$ cat src/rtl/ttlc_map.svh
// What this block does
// - tx termination: top bit internal/external, low bits impedance
// - template codes per cable: E1, T1 grades, J1
// - float pin or channel float bit floats pair
// - floated pair keeps internal transmit logic running
// - master clock loss floats every transmit pair
// - tx clock loss floats, except loopback or pattern
// - any reset leaves transmit pair floated
// - power-down bit stops path and floats pair
// - rx termination: top bit disables, low bits impedance
// - T1/J1 gain resets 110110, two percent steps
// - T1 templates: 16 samples per UI, UI3/UI4 zero
// - J1 template equals shortest T1 grade template
// - longest grade peaks 0111111, three negative tail samples
// - template codes 11xx select arbitrary waveform mode
`ifndef TTLC_MAP_SVH
`define TTLC_MAP_SVH
// register offsets
`define TTLC_OFS_TX_CFG0 8'h02
`define TTLC_OFS_TX_CFG1 8'h03
`define TTLC_OFS_GAIN 8'h04
`define TTLC_OFS_TERM 8'h1a
// field positions
`define TTLC_CFG0_TX_OFF 4
`define TTLC_CFG1_FLOAT 5
`define TTLC_TERM_TX_EXT 5
`define TTLC_TERM_RX_EXT 2
// reset values
`define TTLC_RST_BYTE 8'h00
`define TTLC_GAIN_T1 6'h36
`define TTLC_GAIN_E1 6'h21
// template codes
`define TTLC_TPL_E1_75 4'h0
`define TTLC_TPL_E1_120 4'h1
`define TTLC_TPL_T1_FIRST 4'h2
`define TTLC_TPL_T1_LAST 4'h6
`define TTLC_TPL_J1 4'h7
`define TTLC_TPL_ARB_TOP 2'h3
// sample index width and wrap point
`define TTLC_IDX_LAST 6'h3f
`endif

$ cat src/rtl/ttlc_pkg.sv
`default_nettype none
package ttlc_pkg;
    // family decoded from a template code
    typedef enum logic [2:0] {
        TTLC_FAM_E1,
        TTLC_FAM_T1,
        TTLC_FAM_J1,
        TTLC_FAM_ARB,
        TTLC_FAM_RSVD
    } ttlc_fam_e;
    // one sign-magnitude sample
    typedef logic [6:0] ttlc_sample_t;
    // template select field
    typedef logic [3:0] ttlc_code_t;
endpackage
`default_nettype wire

$ cat src/rtl/ttlc_float.sv
`timescale 1ns/1ns
`default_nettype none
module ttlc_float (
    // float causes
    input wire logic float_pin_i,
    input wire logic float_bit_i,
    input wire logic mclk_lost_i,
    input wire logic tx_clk_lost_i,
    input wire logic remote_loop_i,
    input wire logic mclk_pattern_i,
    input wire logic tx_off_i,
    input wire logic reset_hold_i,
    // result
    output logic next_float_o
);
    logic clk_loss_float;
    // tx clock is irrelevant when loopback or master clock times the data
    assign clk_loss_float = tx_clk_lost_i & ~remote_loop_i & ~mclk_pattern_i;
    // any cause floats the pair
    assign next_float_o = float_pin_i | float_bit_i
        | mclk_lost_i
        | clk_loss_float
        | tx_off_i
        | reset_hold_i;
endmodule
`default_nettype wire

$ cat src/rtl/ttlc_rom.sv
`timescale 1ns/1ns
`default_nettype none
`include "ttlc_map.svh"
module ttlc_rom (
    // lookup
    input wire logic [3:0] code_i,
    input wire logic [1:0] ui_i,
    input wire logic [3:0] samp_i,
    // sample
    output ttlc_pkg::ttlc_sample_t sample_o
);
    // first UI of the five cable grades, shortest first
    localparam ttlc_pkg::ttlc_sample_t UI1 [5][16] = '{
        '{7'h17, 7'h27, 7'h27, 7'h26, 7'h25, 7'h25, 7'h25, 7'h24,
          7'h23, 7'h4a, 7'h4a, 7'h49, 7'h47, 7'h45, 7'h44, 7'h43},
        '{7'h1b, 7'h2e, 7'h2c, 7'h2a, 7'h29, 7'h28, 7'h27, 7'h26,
          7'h25, 7'h50, 7'h4f, 7'h4d, 7'h4a, 7'h48, 7'h46, 7'h44},
        '{7'h1f, 7'h34, 7'h2f, 7'h2c, 7'h2b, 7'h2a, 7'h29, 7'h28,
          7'h25, 7'h57, 7'h53, 7'h50, 7'h4b, 7'h48, 7'h46, 7'h44},
        '{7'h20, 7'h3b, 7'h35, 7'h2f, 7'h2e, 7'h2d, 7'h2c, 7'h2a,
          7'h28, 7'h58, 7'h58, 7'h53, 7'h4c, 7'h48, 7'h46, 7'h44},
        '{7'h20, 7'h3f, 7'h38, 7'h33, 7'h2f, 7'h2e, 7'h2d, 7'h2c,
          7'h29, 7'h5f, 7'h5e, 7'h57, 7'h4f, 7'h49, 7'h47, 7'h44}};
    // second UI tail: only the first three positions carry samples
    localparam ttlc_pkg::ttlc_sample_t UI2 [5][3] = '{
        '{7'h42, 7'h41, 7'h00},
        '{7'h43, 7'h42, 7'h41},
        '{7'h43, 7'h42, 7'h41},
        '{7'h43, 7'h42, 7'h41},
        '{7'h43, 7'h42, 7'h41}};
    logic [2:0] grade;
    logic hit;
    // J1 reuses the shortest grade table
    always_comb
    begin
        hit = 1'b1;
        grade = 3'h0;
        if (code_i == `TTLC_TPL_J1)
            grade = 3'h0;
        else if (code_i >= `TTLC_TPL_T1_FIRST && code_i <= `TTLC_TPL_T1_LAST)
            grade = 3'(code_i - `TTLC_TPL_T1_FIRST);
        else
            hit = 1'b0;
    end
    // E1 and arbitrary shapes are not held here, they read as zero
    always_comb
    begin
        sample_o = 7'h00;
        if (hit && ui_i == 2'h0)
            sample_o = UI1[grade][samp_i];
        else if (hit && ui_i == 2'h1 && samp_i < 4'h3)
            sample_o = UI2[grade][samp_i[1:0]];
    end
endmodule
`default_nettype wire

$ cat src/rtl/ttlc_top.sv
`timescale 1ns/1ns
`default_nettype none
`include "ttlc_map.svh"
module ttlc_top (
    // clock and reset
    input wire logic sys_clk_i,
    input wire logic rst_i,
    // register port
    input wire logic [7:0] reg_addr_i,
    input wire logic reg_wr_i,
    input wire logic reg_rd_i,
    input wire logic [7:0] reg_wdata_i,
    output logic [7:0] reg_rdata_o,
    // line status and pins
    input wire logic tx_line_float_i,
    input wire logic mclk_lost_i,
    input wire logic tx_line_clock_lost_i,
    input wire logic remote_loop_i,
    input wire logic mclk_pattern_i,
    // transmit line pair control
    output logic tx_line_pair_oe_o,
    output logic tx_path_on_o,
    output ttlc_pkg::ttlc_sample_t tx_sample_o,
    output logic arb_mode_o,
    output logic [5:0] amplitude_gain_step_o,
    // terminations
    output logic tx_term_ext_o,
    output logic [1:0] tx_term_sel_o,
    output logic rx_term_off_o,
    output logic [1:0] rx_term_sel_o
);
    logic [7:0] tx_config_zero;
    logic [7:0] tx_config_one;
    logic [7:0] line_termination_select;
    logic [5:0] amplitude_gain_step;
    logic reset_hold;
    logic [5:0] sample_idx;
    logic next_float;
    ttlc_pkg::ttlc_sample_t rom_sample;
    ttlc_pkg::ttlc_fam_e cur_fam;
    ttlc_pkg::ttlc_fam_e new_fam;

    // template code to family, used for both stored and incoming codes
    function automatic ttlc_pkg::ttlc_fam_e fam_of(input logic [3:0] code);
        if (code[3:2] == `TTLC_TPL_ARB_TOP)
            return ttlc_pkg::TTLC_FAM_ARB;
        if (code == `TTLC_TPL_E1_75 || code == `TTLC_TPL_E1_120)
            return ttlc_pkg::TTLC_FAM_E1;
        if (code >= `TTLC_TPL_T1_FIRST && code <= `TTLC_TPL_T1_LAST)
            return ttlc_pkg::TTLC_FAM_T1;
        if (code == `TTLC_TPL_J1)
            return ttlc_pkg::TTLC_FAM_J1;
        return ttlc_pkg::TTLC_FAM_RSVD;
    endfunction

    function automatic logic is_t1j1(input ttlc_pkg::ttlc_fam_e fam);
        return fam == ttlc_pkg::TTLC_FAM_T1 || fam == ttlc_pkg::TTLC_FAM_J1;
    endfunction

    assign cur_fam = fam_of(tx_config_one[3:0]);
    assign new_fam = fam_of(reg_wdata_i[3:0]);

    // config zero: holds the power-down bit
    always_ff @(posedge sys_clk_i)
    begin
        if (rst_i)
            tx_config_zero <= `TTLC_RST_BYTE;
        else if (reg_wr_i && reg_addr_i == `TTLC_OFS_TX_CFG0)
            tx_config_zero <= reg_wdata_i;
    end

    // config one: template select and channel float bit
    always_ff @(posedge sys_clk_i)
    begin
        if (rst_i)
            tx_config_one <= `TTLC_RST_BYTE;
        else if (reg_wr_i && reg_addr_i == `TTLC_OFS_TX_CFG1)
            tx_config_one <= reg_wdata_i;
    end

    // termination select, tx field high, rx field low
    always_ff @(posedge sys_clk_i)
    begin
        if (rst_i)
            line_termination_select <= `TTLC_RST_BYTE;
        else if (reg_wr_i && reg_addr_i == `TTLC_OFS_TERM)
            line_termination_select <= reg_wdata_i;
    end

    // gain: reset default, reloaded when the template family changes to T1/J1 or E1
    // so a T1/J1 shape never runs with the E1 default scale
    always_ff @(posedge sys_clk_i)
    begin
        if (rst_i)
            amplitude_gain_step <= `TTLC_GAIN_T1;
        else if (reg_wr_i && reg_addr_i == `TTLC_OFS_GAIN)
            amplitude_gain_step <= reg_wdata_i[5:0];
        else if (reg_wr_i && reg_addr_i == `TTLC_OFS_TX_CFG1 && new_fam != cur_fam)
        begin
            if (is_t1j1(new_fam))
                amplitude_gain_step <= `TTLC_GAIN_T1;
            else if (new_fam == ttlc_pkg::TTLC_FAM_E1)
                amplitude_gain_step <= `TTLC_GAIN_E1;
        end
    end

    // reset keeps the pair floated until software touches config zero
    always_ff @(posedge sys_clk_i)
    begin
        if (rst_i)
            reset_hold <= 1'b1;
        else if (reg_wr_i && reg_addr_i == `TTLC_OFS_TX_CFG0)
            reset_hold <= 1'b0;
    end

    // read port, one cycle latency, unmapped reads give zero
    always_ff @(posedge sys_clk_i)
    begin
        if (rst_i)
            reg_rdata_o <= `TTLC_RST_BYTE;
        else if (reg_rd_i)
        begin
            unique case (reg_addr_i)
                `TTLC_OFS_TX_CFG0: reg_rdata_o <= tx_config_zero;
                `TTLC_OFS_TX_CFG1: reg_rdata_o <= tx_config_one;
                `TTLC_OFS_GAIN: reg_rdata_o <= {2'h0, amplitude_gain_step};
                `TTLC_OFS_TERM: reg_rdata_o <= line_termination_select;
                default: reg_rdata_o <= `TTLC_RST_BYTE;
            endcase
        end
    end

    // float causes gathered in one place
    ttlc_float u_float (
        .float_pin_i(tx_line_float_i),
        .float_bit_i(tx_config_one[`TTLC_CFG1_FLOAT]),
        .mclk_lost_i(mclk_lost_i),
        .tx_clk_lost_i(tx_line_clock_lost_i),
        .remote_loop_i(remote_loop_i),
        .mclk_pattern_i(mclk_pattern_i),
        .tx_off_i(tx_config_zero[`TTLC_CFG0_TX_OFF]),
        .reset_hold_i(reset_hold),
        .next_float_o(next_float)
    );

    // driver enable and path power
    always_ff @(posedge sys_clk_i)
    begin
        if (rst_i)
        begin
            tx_line_pair_oe_o <= 1'b0;
            tx_path_on_o <= 1'b0;
        end
        else
        begin
            tx_line_pair_oe_o <= ~next_float;
            tx_path_on_o <= ~tx_config_zero[`TTLC_CFG0_TX_OFF];
        end
    end

    // sample index walks 4 UIs of 16; float only gates the driver
    always_ff @(posedge sys_clk_i)
    begin
        if (rst_i)
            sample_idx <= 6'h00;
        else if (tx_config_zero[`TTLC_CFG0_TX_OFF])
            sample_idx <= 6'h00;
        else
            sample_idx <= sample_idx + 6'h01;
    end

    ttlc_rom u_rom (
        .code_i(tx_config_one[3:0]),
        .ui_i(sample_idx[5:4]),
        .samp_i(sample_idx[3:0]),
        .sample_o(rom_sample)
    );

    // shaped sample, mode flag and gain out
    always_ff @(posedge sys_clk_i)
    begin
        if (rst_i)
        begin
            tx_sample_o <= 7'h00;
            arb_mode_o <= 1'b0;
            amplitude_gain_step_o <= `TTLC_GAIN_T1;
        end
        else
        begin
            tx_sample_o <= tx_config_zero[`TTLC_CFG0_TX_OFF] ? 7'h00 : rom_sample;
            arb_mode_o <= cur_fam == ttlc_pkg::TTLC_FAM_ARB;
            amplitude_gain_step_o <= amplitude_gain_step;
        end
    end

    // terminations; external tx matching in T1/J1 is left to software
    always_ff @(posedge sys_clk_i)
    begin
        if (rst_i)
        begin
            tx_term_ext_o <= 1'b0;
            tx_term_sel_o <= 2'h0;
            rx_term_off_o <= 1'b0;
            rx_term_sel_o <= 2'h0;
        end
        else
        begin
            tx_term_ext_o <= line_termination_select[`TTLC_TERM_TX_EXT];
            tx_term_sel_o <= line_termination_select[`TTLC_TERM_TX_EXT-1 -: 2];
            rx_term_off_o <= line_termination_select[`TTLC_TERM_RX_EXT];
            rx_term_sel_o <= line_termination_select[`TTLC_TERM_RX_EXT-1 -: 2];
        end
    end

    // checks
    property p_float_pin;
        @(posedge sys_clk_i) disable iff (rst_i)
        tx_line_float_i |=> !tx_line_pair_oe_o;
    endproperty
    a_float_pin: assert property (p_float_pin) else $error("pin float ignored");

    property p_float_bit;
        @(posedge sys_clk_i) disable iff (rst_i)
        tx_config_one[`TTLC_CFG1_FLOAT] |=> !tx_line_pair_oe_o;
    endproperty
    a_float_bit: assert property (p_float_bit) else $error("bit float ignored");

    property p_keeps_running;
        @(posedge sys_clk_i) disable iff (rst_i)
        (tx_line_float_i && !tx_config_zero[`TTLC_CFG0_TX_OFF])[*2]
            |-> sample_idx == $past(sample_idx) + 6'h01;
    endproperty
    a_keeps_running: assert property (p_keeps_running) else $error("tx logic stopped");

    property p_mclk_loss;
        @(posedge sys_clk_i) disable iff (rst_i)
        mclk_lost_i |=> !tx_line_pair_oe_o;
    endproperty
    a_mclk_loss: assert property (p_mclk_loss) else $error("mclk loss not floated");

    property p_txclk_loss;
        @(posedge sys_clk_i) disable iff (rst_i)
        tx_line_clock_lost_i && !remote_loop_i && !mclk_pattern_i |=> !tx_line_pair_oe_o;
    endproperty
    a_txclk_loss: assert property (p_txclk_loss) else $error("tx clock loss not floated");

    property p_reset_hold;
        @(posedge sys_clk_i)
        $fell(rst_i) |-> !tx_line_pair_oe_o ##1 !tx_line_pair_oe_o;
    endproperty
    a_reset_hold: assert property (p_reset_hold) else $error("driven after reset");

    property p_power_down;
        @(posedge sys_clk_i) disable iff (rst_i)
        tx_config_zero[`TTLC_CFG0_TX_OFF] |=> !tx_line_pair_oe_o && !tx_path_on_o;
    endproperty
    a_power_down: assert property (p_power_down) else $error("power down not honoured");

    property p_rx_term;
        @(posedge sys_clk_i) disable iff (rst_i)
        1'b1 |=> rx_term_off_o == $past(line_termination_select[`TTLC_TERM_RX_EXT]);
    endproperty
    a_rx_term: assert property (p_rx_term) else $error("rx term wrong");

    property p_gain_reset;
        @(posedge sys_clk_i)
        $fell(rst_i) |-> amplitude_gain_step == `TTLC_GAIN_T1;
    endproperty
    a_gain_reset: assert property (p_gain_reset) else $error("gain reset wrong");

    property p_upper_zero;
        @(posedge sys_clk_i) disable iff (rst_i)
        sample_idx[5] |-> rom_sample == 7'h00;
    endproperty
    a_upper_zero: assert property (p_upper_zero) else $error("UI3/UI4 not zero");

    property p_j1_first;
        @(posedge sys_clk_i) disable iff (rst_i)
        tx_config_one[3:0] == `TTLC_TPL_J1 && sample_idx == 6'h00 |-> rom_sample == 7'h17;
    endproperty
    a_j1_first: assert property (p_j1_first) else $error("J1 start wrong");

    property p_long_peak;
        @(posedge sys_clk_i) disable iff (rst_i)
        tx_config_one[3:0] == `TTLC_TPL_T1_LAST && sample_idx == 6'h01
            |-> rom_sample == 7'h3f;
    endproperty
    a_long_peak: assert property (p_long_peak) else $error("long grade peak wrong");

    property p_arb;
        @(posedge sys_clk_i) disable iff (rst_i)
        tx_config_one[3:2] == `TTLC_TPL_ARB_TOP |=> arb_mode_o;
    endproperty
    a_arb: assert property (p_arb) else $error("arbitrary mode missed");

    property p_oe_inverse;
        @(posedge sys_clk_i) disable iff (rst_i)
        !next_float |=> tx_line_pair_oe_o;
    endproperty
    a_oe_inverse: assert property (p_oe_inverse) else $error("oe not restored");
endmodule
`default_nettype wire

$ cat config.mk
export PLATFORM = sky130hd
export DESIGN_NAME = ttlc_top
export DESIGN_NICKNAME = d
export VERILOG_FILES = /design/src/rtl/ttlc_pkg.sv /design/src/rtl/ttlc_float.sv /design/src/rtl/ttlc_rom.sv /design/src/rtl/ttlc_top.sv
export VERILOG_INCLUDE_DIRS = /design/src /design/src/rtl
export SDC_FILE = /design/constraint.sdc
export NUM_CORES = 1
export LEC_CHECK = 0
export ABC_AREA = 1
export BUFFER_PORTS_ARGS = -buffer_cell sky130_fd_sc_hd__buf_4
export CAP_MARGIN = 10
export CORE_UTILIZATION = 45
export CTS_BUF_LIST = sky130_fd_sc_hd__clkbuf_8
export DETAILED_ROUTE_END_ITERATION = 8
export GPL_ROUTABILITY_DRIVEN = 1
export PLACE_DENSITY = 0.69
export SYNTH_ARGS = -nofsm -noshare
export SYNTH_HDL_FRONTEND = slang
export SYNTH_HIERARCHICAL = 1
export SYNTH_SLANG_ARGS = --single-unit
$ cat constraint.sdc
create_clock -name sys_clk_i -period 4.7 [get_ports sys_clk_i]
set_input_delay 0.235 -clock sys_clk_i [delete_from_list [all_inputs] [get_ports sys_clk_i]]
set_output_delay 0.235 -clock sys_clk_i [all_outputs]
set_load 0.1 [all_outputs]
==> impl_summary.txt, run 1 <==
----------------------------------------------------
[Synthesis]
  Library cell occupying the most area in the post-synthesis netlist ... sky130_fd_sc_hd__dfxtp_1
  Leading post-synthesis cells by instance count ... 105 x sky130_fd_sc_hd__nand2_1, 76 x sky130_fd_sc_hd__inv_1, 67 x sky130_fd_sc_hd__dfxtp_1, 60 x sky130_fd_sc_hd__nand3_1, 52 x sky130_fd_sc_hd__nor2_1
  Post-Synthesis Mean Instance Area ... 6.78 µm²
  Number of synthesized flops with an enable pin ... 0
  Dominant cell by count in the synthesized netlist ... sky130_fd_sc_hd__nand2_1
  Share of the yosys chip area belonging to registers ... 36.3%
  Post-synthesis net count ... 578
  Largest cells by area after synthesis ... sky130_fd_sc_hd__dfxtp_1 36%, sky130_fd_sc_hd__nand2_1 11%, sky130_fd_sc_hd__nand3_1 8.1%, sky130_fd_sc_hd__inv_1 7.7%, sky130_fd_sc_hd__o21ai_0 6.9%
  Instance count of the mapped netlist ... 545
  Most used flip-flop cell after synthesis ... sky130_fd_sc_hd__dfxtp_1
  Netlist Area Pre-Place ... 3690 µm²
  Count of unique library cells instantiated by Yosys ... just over 40
  Flip-flop and latch count after synthesis ... 67
  Synth warnings ... 6
  Async set or reset register ratio after synthesis ... 0%
  Share of the synthesized area in the top cell type ... a little over a third

[Route]
  Post-detailed-routing wire length ... just over 9 mm
  Average vias per placed instance ... approximately 5.2
  Drt pass-1 iters ... 5
  DRT iter0 DRCs ... roughly 340
  Count of unresolved DRC violations after routing ... 0
  Detailed-route via count ... ~3600
  Number of nets with antenna violations after detailed routing ... 0
  Routed wirelength normalized by instance count ... 13.1 µm

[CTS]
  Number of hold-repair buffers added at the cts stage ... 0
  Clock slew at the register clock pins of the worst setup and hold paths ... 0.08 ns
  Clock tree from TritonCTS ... yes
  Number of buffers between clock root and the deepest sink ... 2
  Insertion delay of the later-clocked pin in the worst-skew pair ... between 0.3 and 0.4 ns
  PostCTS Resize Cnt ... 0
  CTS Root Cell ... sky130_fd_sc_hd__clkbuf_8
  TritonCTS Buffers ... 9
  Post-CTS Setup Inserts ... 0
  CTS H-tree depth ... 3
  Number of sinks driven by the clock tree ... 67

[Place]
  DP Area ... 4120 µm²
  Count of input and output buffers ... 54
  Number of placed instances with taps included ... 683
  Final HPWL from detailed placement ... 6.78 mm
  Routability Congestion ... 0.862

[Cells and area]
  Area overhead of the layout relative to synthesis ... 17.1%
  Share of final-layout standard cells stronger than drive strength 1 ... about a fifth
  Final cell count without fillers ... 699
  Summed area of non-filler cells in the final layout ... 4330 µm²
  Number of nets at the end of the flow ... 625
  Post-layout utilization of the core ... 55.1%
  Antenna diode count ... 0

[GRT]
  Wire length of the first global-routing pass ... 15.5 mm
  Initial antenna violation count ... 0
  Total Routing Usage GR ... between 20% and 30%
  Met1 Resource Use GR ... a little under a third
  Total overflow reported by the global router ... 0
  Busiest metal layer after global routing ... met2
  Via count of the first global-routing pass ... 3407
  Global-route met2 utilization ... 35.6%
  Met3 track utilization from global routing ... 5.99%
  Maximum number of pins on one net before global-route repair ... 30

[STA]
  Period utilisation layout ... approximately 49%
  Total count of hold-check failures in the final report ... 0
  Slew at the pin closest to its max-slew limit ... 0.762 ns
  Clock tree skew after final layout ... 0.00929 ns
  RSZ-0062 raised after global routing ... false
  Endpoints failing setup ... 0
  Worst slew margin relative to its limit ... 49.1%
  Max-slew violations ... 0
  Fin crit period ... ~2.3 ns
  Upper clock frequency limit ... between 0.4 and 0.5 GHz
  Total negative slack for setup checks ... 0 ns

[Worst setup path]
  FF-to-FF Start ... tx_config_one[2]
  Worst reg2reg path endpoint ... tx_sample_o[0]
  WP data required ... about 5 ns
  Critical path class ... register to register
  Startpoint kind of the worst setup timing path ... register
  Worst R2R Setup Slack ... 2.38 ns
  Critical Path End ... tx_sample_o[0]
  Cell-by-cell trace of the critical path ... nand2_1 -> nor2_1 -> inv_1 -> ha_1 -> inv_1 -> nand2_1 -> o211ai_2 -> nand2_1 -> inv_2 -> nand2_1 -> nand2_1 -> nand2_1 -> nand2_1 -> inv_1 -> nor2_1
  Cell with the largest stage delay on the worst path ... sky130_fd_sc_hd__dfxtp_1
  Cell mode on critical path ... sky130_fd_sc_hd__nand2_1
  Biggest fanout along the worst timing path ... 8
  Worst endpoint data arrival time ... ~2.6 ns
  Critical path's top delay family ... simple AND/OR/NAND/NOR gates
  Kind of end point of the critical path ... register
  Path length in cells of the critical path ... 15
  Peak per-stage delay on the critical path ... 0.46 ns
  Worst Reg-to-Reg Cells ... 15
  Buffers & Inverters on Critical Path ... 4
  Crit. Startpoint ... tx_config_one[2]

[Power and ir drop]
  Total power divided by cell area ... between 200 and 300 nW/µm²
  Worst vdd ir ... around 180 µV
  Static leakage power ... approximately 1.9 nW

[Hold path]
  Tightest Hold Check Type ... primary input to register

[Flow run]
  Max-Cap Viols ... 0

[Status]
  Status ... finished clean

[Floorplan]
  Core Rows ... 32
  Effective utilization at floorplan ... between 40% and 50%
  Die Footprint ... 8580 µm²
  Vertical extent of the die ... 92.6 µm
  Die Wd ... 92.6 µm
  Placeable core area ... 7850 µm²
  Count of boundary I/O pins ... 55

----------------------------------------------------
## power breakdown
part	internal (mW)	switching [mW]	total, mW
Clock	0.254	0.248	0.502
Sequential	0.570	0.00741	0.578
Combinational	0.0392	0.0793	0.119
## metal layers
metal | wire, µm | vias up | share of wire, %
met5 | 0 | - | 0
met1 | 4370 | 1619 | 48
met3 | 662 | 11 | 7.2
li1 | - | 1852 | -
met2 | 4020 | 135 | 44
met4 | 131 | 0 | 1.4
## cell type report
cell class	count	area [µm²]
well taps	102	128
flip-flops and latches	67	1340
clock buffers	9	124
repair buffers	55	413
clock inverters	7	82.6
fillers	777	3520
inverters	86	323
multi-input cells	373	1920
## state kept, by name, summed over array words and instances, names as in the netlist, 2 cells and up
| register | flops |
|---|---|
| amplitude_gain_step | 6 |
| amplitude_gain_step_o | 6 |
| line_termination_select | 8 |
| reg_rdata_o | 8 |
| rx_term_sel_o | 2 |
| sample_idx | 6 |
| tx_config_one | 8 |
| tx_config_zero | 8 |
| tx_sample_o | 7 |
| tx_term_sel_o | 2 |
## worst min path at each step
stage                      from           endpoint  slack, ns  cells after the start
floorplan              reg_rd_i     reg_rdata_o[6]       0.38                      2
global placement     reset_hold         reset_hold       0.43                      2
detailed placement   reset_hold         reset_hold       0.43                      2
CTS                 mclk_lost_i  tx_line_pair_oe_o       0.11                      4
global route        mclk_lost_i  tx_line_pair_oe_o       0.14                      4
finish              mclk_lost_i  tx_line_pair_oe_o       0.13                      4
## cell families after synthesis
kind of cell	count (synthesis)	synth area share [%]
flip-flops	67	36.3
AND/OR/NAND/NOR	259	33.3
AO/OA/AOI/OAI	105	15.6
buffers and inverters	105	11.9
adder cells (fa/ha/maj)	8	2.71
XOR/XNOR	1	0.237
## cells in the final DEF, fill, tap and decap left out, types with 2 or more instances in the layout
cell,synthesis,final
sky130_fd_sc_hd__nand3_1,60,60
sky130_fd_sc_hd__nor3_1,6,6
sky130_fd_sc_hd__nor2_4,3,3
sky130_fd_sc_hd__nand3_2,5,5
sky130_fd_sc_hd__nor2_2,3,3
sky130_fd_sc_hd__nand2_2,10,10
sky130_fd_sc_hd__o21ai_0,51,51
sky130_fd_sc_hd__or2_2,3,3
sky130_fd_sc_hd__nand2_1,105,105
sky130_fd_sc_hd__o211ai_1,3,3
sky130_fd_sc_hd__ha_1,8,8
sky130_fd_sc_hd__nand3_4,2,2
sky130_fd_sc_hd__dfxtp_1,67,67
sky130_fd_sc_hd__clkbuf_8,0,9
sky130_fd_sc_hd__clkinvlp_4,0,2
sky130_fd_sc_hd__inv_6,0,3
sky130_fd_sc_hd__nor2_1,52,52
sky130_fd_sc_hd__inv_2,9,9
sky130_fd_sc_hd__a21oi_1,35,35
sky130_fd_sc_hd__buf_4,1,55
sky130_fd_sc_hd__inv_1,76,76
sky130_fd_sc_hd__o21ai_1,6,6
sky130_fd_sc_hd__nand4_1,5,5
sky130_fd_sc_hd__a21oi_2,2,2
## tightest hold or removal path, delay by kind of cell
kind / cells / cell delay, ns
and+or+nand+nor: 3 / 0.12
buffers and inverters: 1 / 0.08
## through the flow
| step | setup WS, ns | power [mW] | hold slack [ns] |
|---|---|---|---|
| after global placement | 2.52 | 0.708 | 0.432 |
| after CTS | 2.40 | 1.21 | 0.113 |
| after floorplan | 2.71 | 0.667 | 0.378 |
| after detailed placement | 2.42 | 0.707 | 0.434 |
| after global routing | 2.11 | 1.24 | 0.138 |
| final | 2.38 | 1.20 | 0.129 |
Note: power is estimated with default switching activity, not from simulation.
==> inputs of run 2 (changes only) <==
ABC_AREA = 0   (was 1)
PLACE_DENSITY = 0.7   (was 0.69)
clock period = 2.4 ns   (was 4.7 ns; I/O delays follow)
==> run 2 against run 1 <==
  * Clock power increased by 120%
  * Synthesized area decreased by 2.2%
  * Sequential power increased by 96%
  * Register-to-register slack got worse by 2.2 ns
  * Critical path depth decreased by 5
  * Sequential share of layout area increased by 0.11 points
  * Worst hold slack got worse by 0.10 ns
  * Final cell count decreased by 17%
  * Total power increased by 100%
  * Cell area decreased by 0.17%
  * Global-route usage increased by 0.58 points
  * Largest cell class unchanged
  * Largest power group unchanged
==> impl_summary.txt, run 2 <==
----------------------------------------------------
[Status]
  Status ... finished clean

[Synthesis]
  Flip-flop and latch count after synthesis ... 67
  Largest cells by area after synthesis ... sky130_fd_sc_hd__dfxtp_1 37%, sky130_fd_sc_hd__mux2i_1 5.3%, sky130_fd_sc_hd__nand2_1 4.6%, sky130_fd_sc_hd__a21oi_1 4.0%, sky130_fd_sc_hd__nor2_1 3.7%
  Instance count of the mapped netlist ... 416
  Async set or reset register ratio after synthesis ... 0%
  Leading post-synthesis cells by instance count ... 67 x sky130_fd_sc_hd__dfxtp_1, 44 x sky130_fd_sc_hd__nand2_1, 36 x sky130_fd_sc_hd__nor2_1, 29 x sky130_fd_sc_hd__a21oi_1, 21 x sky130_fd_sc_hd__o21ai_0
  Number of synthesized flops with an enable pin ... 0
  Dominant cell by count in the synthesized netlist ... sky130_fd_sc_hd__dfxtp_1
  Post-synthesis net count ... 449
  Netlist Area Pre-Place ... 3610 µm²
  Share of the yosys chip area belonging to registers ... 37.1%
  Post-Synthesis Mean Instance Area ... 8.68 µm²
  Library cell occupying the most area in the post-synthesis netlist ... sky130_fd_sc_hd__dfxtp_1
  Most used flip-flop cell after synthesis ... sky130_fd_sc_hd__dfxtp_1
  Synth warnings ... 6
  Count of unique library cells instantiated by Yosys ... 74
  Share of the synthesized area in the top cell type ... 37.1%

[STA]
  Setup slack of the critical path after layout ... roughly 0.17 ns
  RSZ-0062 raised after global routing ... false
  Max-slew violations ... 0
  Total negative slack for setup checks ... 0 ns
  Slew at the pin closest to its max-slew limit ... 0.634 ns
  Clock tree skew after final layout ... slightly above 0.009 ns
  Total count of hold-check failures in the final report ... 0
  Period utilisation layout ... 92.9%
  Fin crit period ... 2.23 ns
  Endpoints failing setup ... 0
  Worst slew margin relative to its limit ... a little under three fifths
  Worst hold margin ... 0.0257 ns
  Upper clock frequency limit ... 0.448 GHz

[GRT]
  Wire length of the first global-routing pass ... 15.4 mm
  Met3 track utilization from global routing ... 3.52%
  Initial antenna violation count ... 0
  Met1 Resource Use GR ... 32.7%
  Global-route met2 utilization ... 34.9%
  Maximum number of pins on one net before global-route repair ... 43
  Total Routing Usage GR ... 23.3%
  Via count of the first global-routing pass ... 3046
  Total overflow reported by the global router ... 0
  Busiest metal layer after global routing ... met2

[Cells and area]
  Area overhead of the layout relative to synthesis ... 19.6%
  Number of nets at the end of the flow ... just over 500
  Area used by multi-input combinational logic ... a little over 2000 µm²
  Top library cells by usage in the layout, fill and taps aside ... 69 x sky130_fd_sc_hd__buf_4, 65 x sky130_fd_sc_hd__dfxtp_1, 44 x sky130_fd_sc_hd__nand2_1
  Final cell count without fillers ... slightly below 600
  Antenna diode count ... 0
  Share of final-layout standard cells stronger than drive strength 1 ... 23.2%
  Register area ... roughly 1300 µm²
  Most common library cell in the layout ignoring fill and taps ... sky130_fd_sc_hd__buf_4
  Filler Cells Inserted ... approximately 700
  Summed area of non-filler cells in the final layout ... ~4300 µm²
  Post-layout utilization of the core ... 55.9%

[Power and ir drop]
  Worst vdd ir ... 237 µV
  Static leakage power ... 1.85 nW
  Reg power frac ... about 46%
  Power share of the clock group ... between 40 and 50%
  Logic gate share of total power ... 9.7%
  Overall power consumption ... 2.45 mW
  Total power divided by cell area ... 568 nW/µm²
  Cell internal pwr ... roughly 1.8 mW
  Net switching fraction of the power ... 25.3%
  Net load switching power ... 0.621 mW

[Hold path]
  Cell depth of the worst hold path ... 3
  Tightest Hold Check Type ... primary input to register
  Source of the worst hold timing path ... tx_line_clock_lost_i
  Endpoint of the worst hold-timing path ... tx_line_pair_oe_o

[Place]
  Routability Congestion ... 0.942
  Number of placed instances with taps included ... 560
  Final HPWL from detailed placement ... 6.75 mm
  Count of input and output buffers ... 54
  DP Area ... 4070 µm²
  Worst setup slack before clock tree synthesis ... 0.116 ns

[Worst setup path]
  WP data required ... ~2.7 ns
  Biggest fanout along the worst timing path ... 9
  FF-to-FF Start ... tx_config_one[3]
  Worst Reg-to-Reg Cells ... 10
  Kind of end point of the critical path ... register
  Critical path class ... register to register
  Worst endpoint data arrival time ... 2.52 ns
  Startpoint kind of the worst setup timing path ... register
  Worst R2R Setup Slack ... around 0.17 ns
  Worst reg2reg path endpoint ... tx_sample_o[1]

[Floorplan]
  Core Rows ... 32
  Effective utilization at floorplan ... between 40% and 50%
  Die Wd ... 91.6 µm
  Die Footprint ... around 8400 µm²
  Placeable core area ... 7730 µm²
  Count of boundary I/O pins ... 55
  Vertical extent of the die ... 91.6 µm

[CTS]
  Clock tree from TritonCTS ... yes
  Post-CTS Setup Inserts ... 0
  Insertion delay of the later-clocked pin in the worst-skew pair ... 0.35 ns
  Clock slew at the register clock pins of the worst setup and hold paths ... 0.08 ns
  CTS Root Cell ... sky130_fd_sc_hd__clkbuf_8
  CTS H-tree depth ... 3
  Number of sinks driven by the clock tree ... 67
  TritonCTS Buffers ... 9
  Number of buffers between clock root and the deepest sink ... 2

[Route]
  DRT iter0 DRCs ... 202
  Post-detailed-routing wire length ... 9.34 mm
  Detailed-route via count ... 3308
  Routed wirelength normalized by instance count ... around 16 µm
  Drt pass-1 iters ... 4
  Number of nets with antenna violations after detailed routing ... 0
  Count of unresolved DRC violations after routing ... 0
  Average vias per placed instance ... 5.73

[Flow run]
  Max-Cap Viols ... 0

----------------------------------------------------
-- run 2: cell types whose count changed after synthesis, moves of 10 or more --
cell / change
sky130_fd_sc_hd__nand2_1: -61
sky130_fd_sc_hd__and2_1: +11
sky130_fd_sc_hd__inv_1: -65
sky130_fd_sc_hd__nor2_1: -16
sky130_fd_sc_hd__nand3_1: -45
sky130_fd_sc_hd__o21ai_0: -30
sky130_fd_sc_hd__mux2i_1: +19
sky130_fd_sc_hd__a22o_1: +12
sky130_fd_sc_hd__nor2b_1: +10
-- run 2: final cells by class --
cell class / count / area share [%]
multi-input cells: 311 / 47.4
flip-flops and latches: 67 / 31.1
repair buffers: 70 / 12.2
clock buffers: 10 / 3.19
well taps: 102 / 2.95
clock inverters: 6 / 2.20
inverters: 11 / 0.956
-- run 2: kinds of logic after synthesis --
group                    Yosys count  synth area share [%]
AND/OR/NAND/NOR                  161                  23.5
adder cells (fa/ha/maj)            8                  2.77
AO/OA/AOI/OAI                    113                  22.4
buffers and inverters             38                  6.41
multiplexers                      20                  5.58
XOR/XNOR                           9                  2.18
flip-flops                        67                  37.1
-- run 2: repair_timing --
item                                    4_1_cts  5_1_grt
hold buffers                                  1        0
endpoints found under the setup margin        0        4
endpoints found under the hold margin         1        0
gates resized for setup                       0        4
-- run 2: worst max-delay path by stage --
stage / from / endpoint / slack [ns]
2_1_floorplan: tx_config_one[2] / tx_sample_o[0] / 0.22
4_1_cts: tx_config_one[1] / tx_sample_o[1] / 0.1
3_5_place_dp: tx_config_one[1] / tx_sample_o[1] / 0.12
3_3_place_gp: tx_config_one[1] / tx_sample_o[1] / 0.18
6_report: tx_config_one[3] / tx_sample_o[1] / 0.17
5_1_grt: tx_config_one[3] / tx_sample_o[0] / 0.01
-- run 2: per-layer routing --
metal	wire length [µm]	share of wire [%]
met1	4620	49
met2	4180	45
met3	343	3.7
met4	210	2.2
met5	0	0
-- run 2: worst max-delay path, cell delays in order (launching register included) --
cell and delay (ns):
sky130_fd_sc_hd__dfxtp_1 0.50, sky130_fd_sc_hd__nand3b_1 0.24, sky130_fd_sc_hd__inv_2 0.10, sky130_fd_sc_hd__ha_1 0.25
sky130_fd_sc_hd__nand2_1 0.09, sky130_fd_sc_hd__nand2_1 0.06, sky130_fd_sc_hd__a2111oi_0 0.42, sky130_fd_sc_hd__buf_4 0.19
sky130_fd_sc_hd__nor4_2 0.04, sky130_fd_sc_hd__a21oi_1 0.14, sky130_fd_sc_hd__and2_1 0.13
-- run 2: power groups by stage --
stage / clock, mW / sequential, mW / combinational (mW)
final: 1.08 / 1.13 / 0.237
after CTS: 1.10 / 1.13 / 0.233
after detailed placement: 0 / 1.16 / 0.231
after floorplan: 0 / 1.17 / 0.142
after global routing: 1.15 / 1.13 / 0.257
after global placement: 0 / 1.16 / 0.232
==> inputs of run 3 (changes only) <==
clock period = 2.2 ns   (was 2.4 ns; I/O delays follow)
==> run 3 against run 2 <==
  * Clock skew up 0.0052 ns
  * Sequential cell count unchanged
  * Total power up 3.1%
  * Largest power group unchanged
  * Combinational power up 14%
==> impl_summary.txt, run 3 (same netlist as run 2, synthesis figures left out) <==
----------------------------------------------------
[Status]
  Status ... finished clean

[Place]
  Number of placed instances with taps included ... 568
  Routability Congestion ... between 0.9 and 1
  DP Area ... 4150 µm²
  Final HPWL from detailed placement ... 6.98 mm
  Worst setup slack before clock tree synthesis ... 0.0435 ns
  Count of input and output buffers ... 54

[Floorplan]
  Die Wd ... 91.6 µm
  Placeable core area ... approximately 7700 µm²
  Count of boundary I/O pins ... 55
  Effective utilization at floorplan ... 46.7%
  Core Rows ... 32
  Vertical extent of the die ... 91.6 µm
  Die Footprint ... 8390 µm²

[Power and ir drop]
  Worst vdd ir ... 263 µV
  Total power divided by cell area ... 572 nW/µm²
  Reg power frac ... 48.6%
  Cell internal pwr ... 1.85 mW
  Static leakage power ... between 1.5 and 2 nW
  Logic gate share of total power ... 10.7%
  Overall power consumption ... 2.53 mW
  Power share of the clock group ... 40.7%
  Net switching fraction of the power ... between 20% and 30%
  Net load switching power ... 0.677 mW

[Route]
  Detailed-route via count ... 3364
  DRT iter0 DRCs ... 194
  Post-detailed-routing wire length ... 9.64 mm
  Average vias per placed instance ... 5.71
  Drt pass-1 iters ... 6
  Count of unresolved DRC violations after routing ... 0
  Routed wirelength normalized by instance count ... 16.4 µm
  Number of nets with antenna violations after detailed routing ... 0

[Hold path]
  Tightest Hold Check Type ... primary input to register

[STA]
  Endpoints failing setup ... 0
  Period utilisation layout ... 95.7%
  Total count of hold-check failures in the final report ... 0
  Max-slew violations ... 0
  Worst slew margin relative to its limit ... 61.5%
  Worst hold margin ... 0.0186 ns
  Clock tree skew after final layout ... 0.0143 ns
  Fin crit period ... 2.10 ns
  Slew at the pin closest to its max-slew limit ... 0.570 ns
  RSZ-0062 raised after global routing ... true
  Total negative slack for setup checks ... 0 ns
  Setup slack of the critical path after layout ... about 0.095 ns
  Upper clock frequency limit ... 0.475 GHz

[Cells and area]
  Post-layout utilization of the core ... 57.2%
  Antenna diode count ... 0
  Share of final-layout standard cells stronger than drive strength 1 ... 26.5%
  Top library cells by usage in the layout, fill and taps aside ... 79 x sky130_fd_sc_hd__buf_4, 65 x sky130_fd_sc_hd__dfxtp_1, 44 x sky130_fd_sc_hd__nand2_1
  Most common library cell in the layout ignoring fill and taps ... sky130_fd_sc_hd__buf_4
  Number of nets at the end of the flow ... just over 500
  Area overhead of the layout relative to synthesis ... 22.4%
  Final cell count without fillers ... a little under 600
  Summed area of non-filler cells in the final layout ... 4420 µm²

[CTS]
  Number of buffers between clock root and the deepest sink ... 2
  Insertion delay of the later-clocked pin in the worst-skew pair ... 0.35 ns
  Clock tree from TritonCTS ... yes
  Number of sinks driven by the clock tree ... 67
  CTS Root Cell ... sky130_fd_sc_hd__clkbuf_8
  TritonCTS Buffers ... 9
  CTS H-tree depth ... 3
  Clock slew at the register clock pins of the worst setup and hold paths ... 0.07 ns

[GRT]
  Total Routing Usage GR ... a little under a quarter
  Wire length of the first global-routing pass ... 15.6 mm
  Total overflow reported by the global router ... 0
  Initial antenna violation count ... 0
  Via count of the first global-routing pass ... 3037
  Maximum number of pins on one net before global-route repair ... 43

[Worst setup path]
  Biggest fanout along the worst timing path ... 14
  WP data required ... 2.44 ns
  Startpoint kind of the worst setup timing path ... register
  Worst endpoint data arrival time ... approximately 2.3 ns
  Critical path class ... register to register
  Kind of end point of the critical path ... register

[Flow run]
  Max-Cap Viols ... 0

----------------------------------------------------
-- run 3: cell count changes in the layout (fill, tap and decap cells not counted), sizes merged --
cell,before,now
bufinv,2,1
inv,13,14
clkinvlp,0,1
clkbuf,10,9
buf,69,81
-- run 3: power by group through the flow --
stage / clock (mW) / combinational [mW] / sequential (mW)
6_report: 1.03 / 0.270 / 1.23
5_1_grt: 1.10 / 0.295 / 1.23
4_1_cts: 1.05 / 0.265 / 1.23
3_5_place_dp: 0 / 0.262 / 1.26
3_3_place_gp: 0 / 0.265 / 1.26
2_1_floorplan: 0 / 0.155 / 1.27
-- run 3: worst max-delay path, stage by stage (launching register included) --
cell and delay [ns]:
sky130_fd_sc_hd__dfxtp_1 0.49, sky130_fd_sc_hd__nand2b_1 0.20, sky130_fd_sc_hd__a311oi_2 0.12, sky130_fd_sc_hd__buf_4 0.18, sky130_fd_sc_hd__buf_12 0.15, sky130_fd_sc_hd__nor2_1 0.23
sky130_fd_sc_hd__nor4bb_1 0.41, sky130_fd_sc_hd__nor4_2 0.09, sky130_fd_sc_hd__and2_1 0.14
-- run 3: what timing repair did --
item	CTS	global route
setup endpoints to repair	0	5
hold buffers	1	0
setup buffers	0	4
resized for setup	0	12
hold endpoints to repair	1	0
-- run 3: routing by layer --
| layer | up-vias | GRT usage, % | wire, µm |
|---|---|---|---|
| met5 | - | 0 | 0 |
| met4 | 0 | 6.61 | 151 |
| met3 | 14 | 5.19 | 696 |
| met2 | 131 | 36.9 | 4410 |
| met1 | 1584 | 33.1 | 4380 |
| li1 | 1635 | - | - |
-- run 3: layout make-up --
| class | count | area, µm² |
|---|---|---|
| clock buffer | 9 | 124 |
| sequential | 67 | 1340 |
| fill | 717 | 3310 |
| clock inverter | 7 | 73.8 |
| tap | 102 | 128 |
| multi-input combinational | 311 | 2070 |
| timing repair buffer | 82 | 643 |
| inverter | 11 | 41.3 |
-- run 3: worst paths after layout --
check / startpoint / end / slack [ns] / depth (start not counted)
worst max-delay path: tx_config_one[0] / tx_sample_o[2] / 0.1 / 8
worst min-delay path: tx_line_clock_lost_i / tx_line_pair_oe_o / 0.02 / 3
worst min register to register: reset_hold / reset_hold / 0.44 / 2
worst max register to register: tx_config_one[0] / tx_sample_o[2] / 0.1 / 8
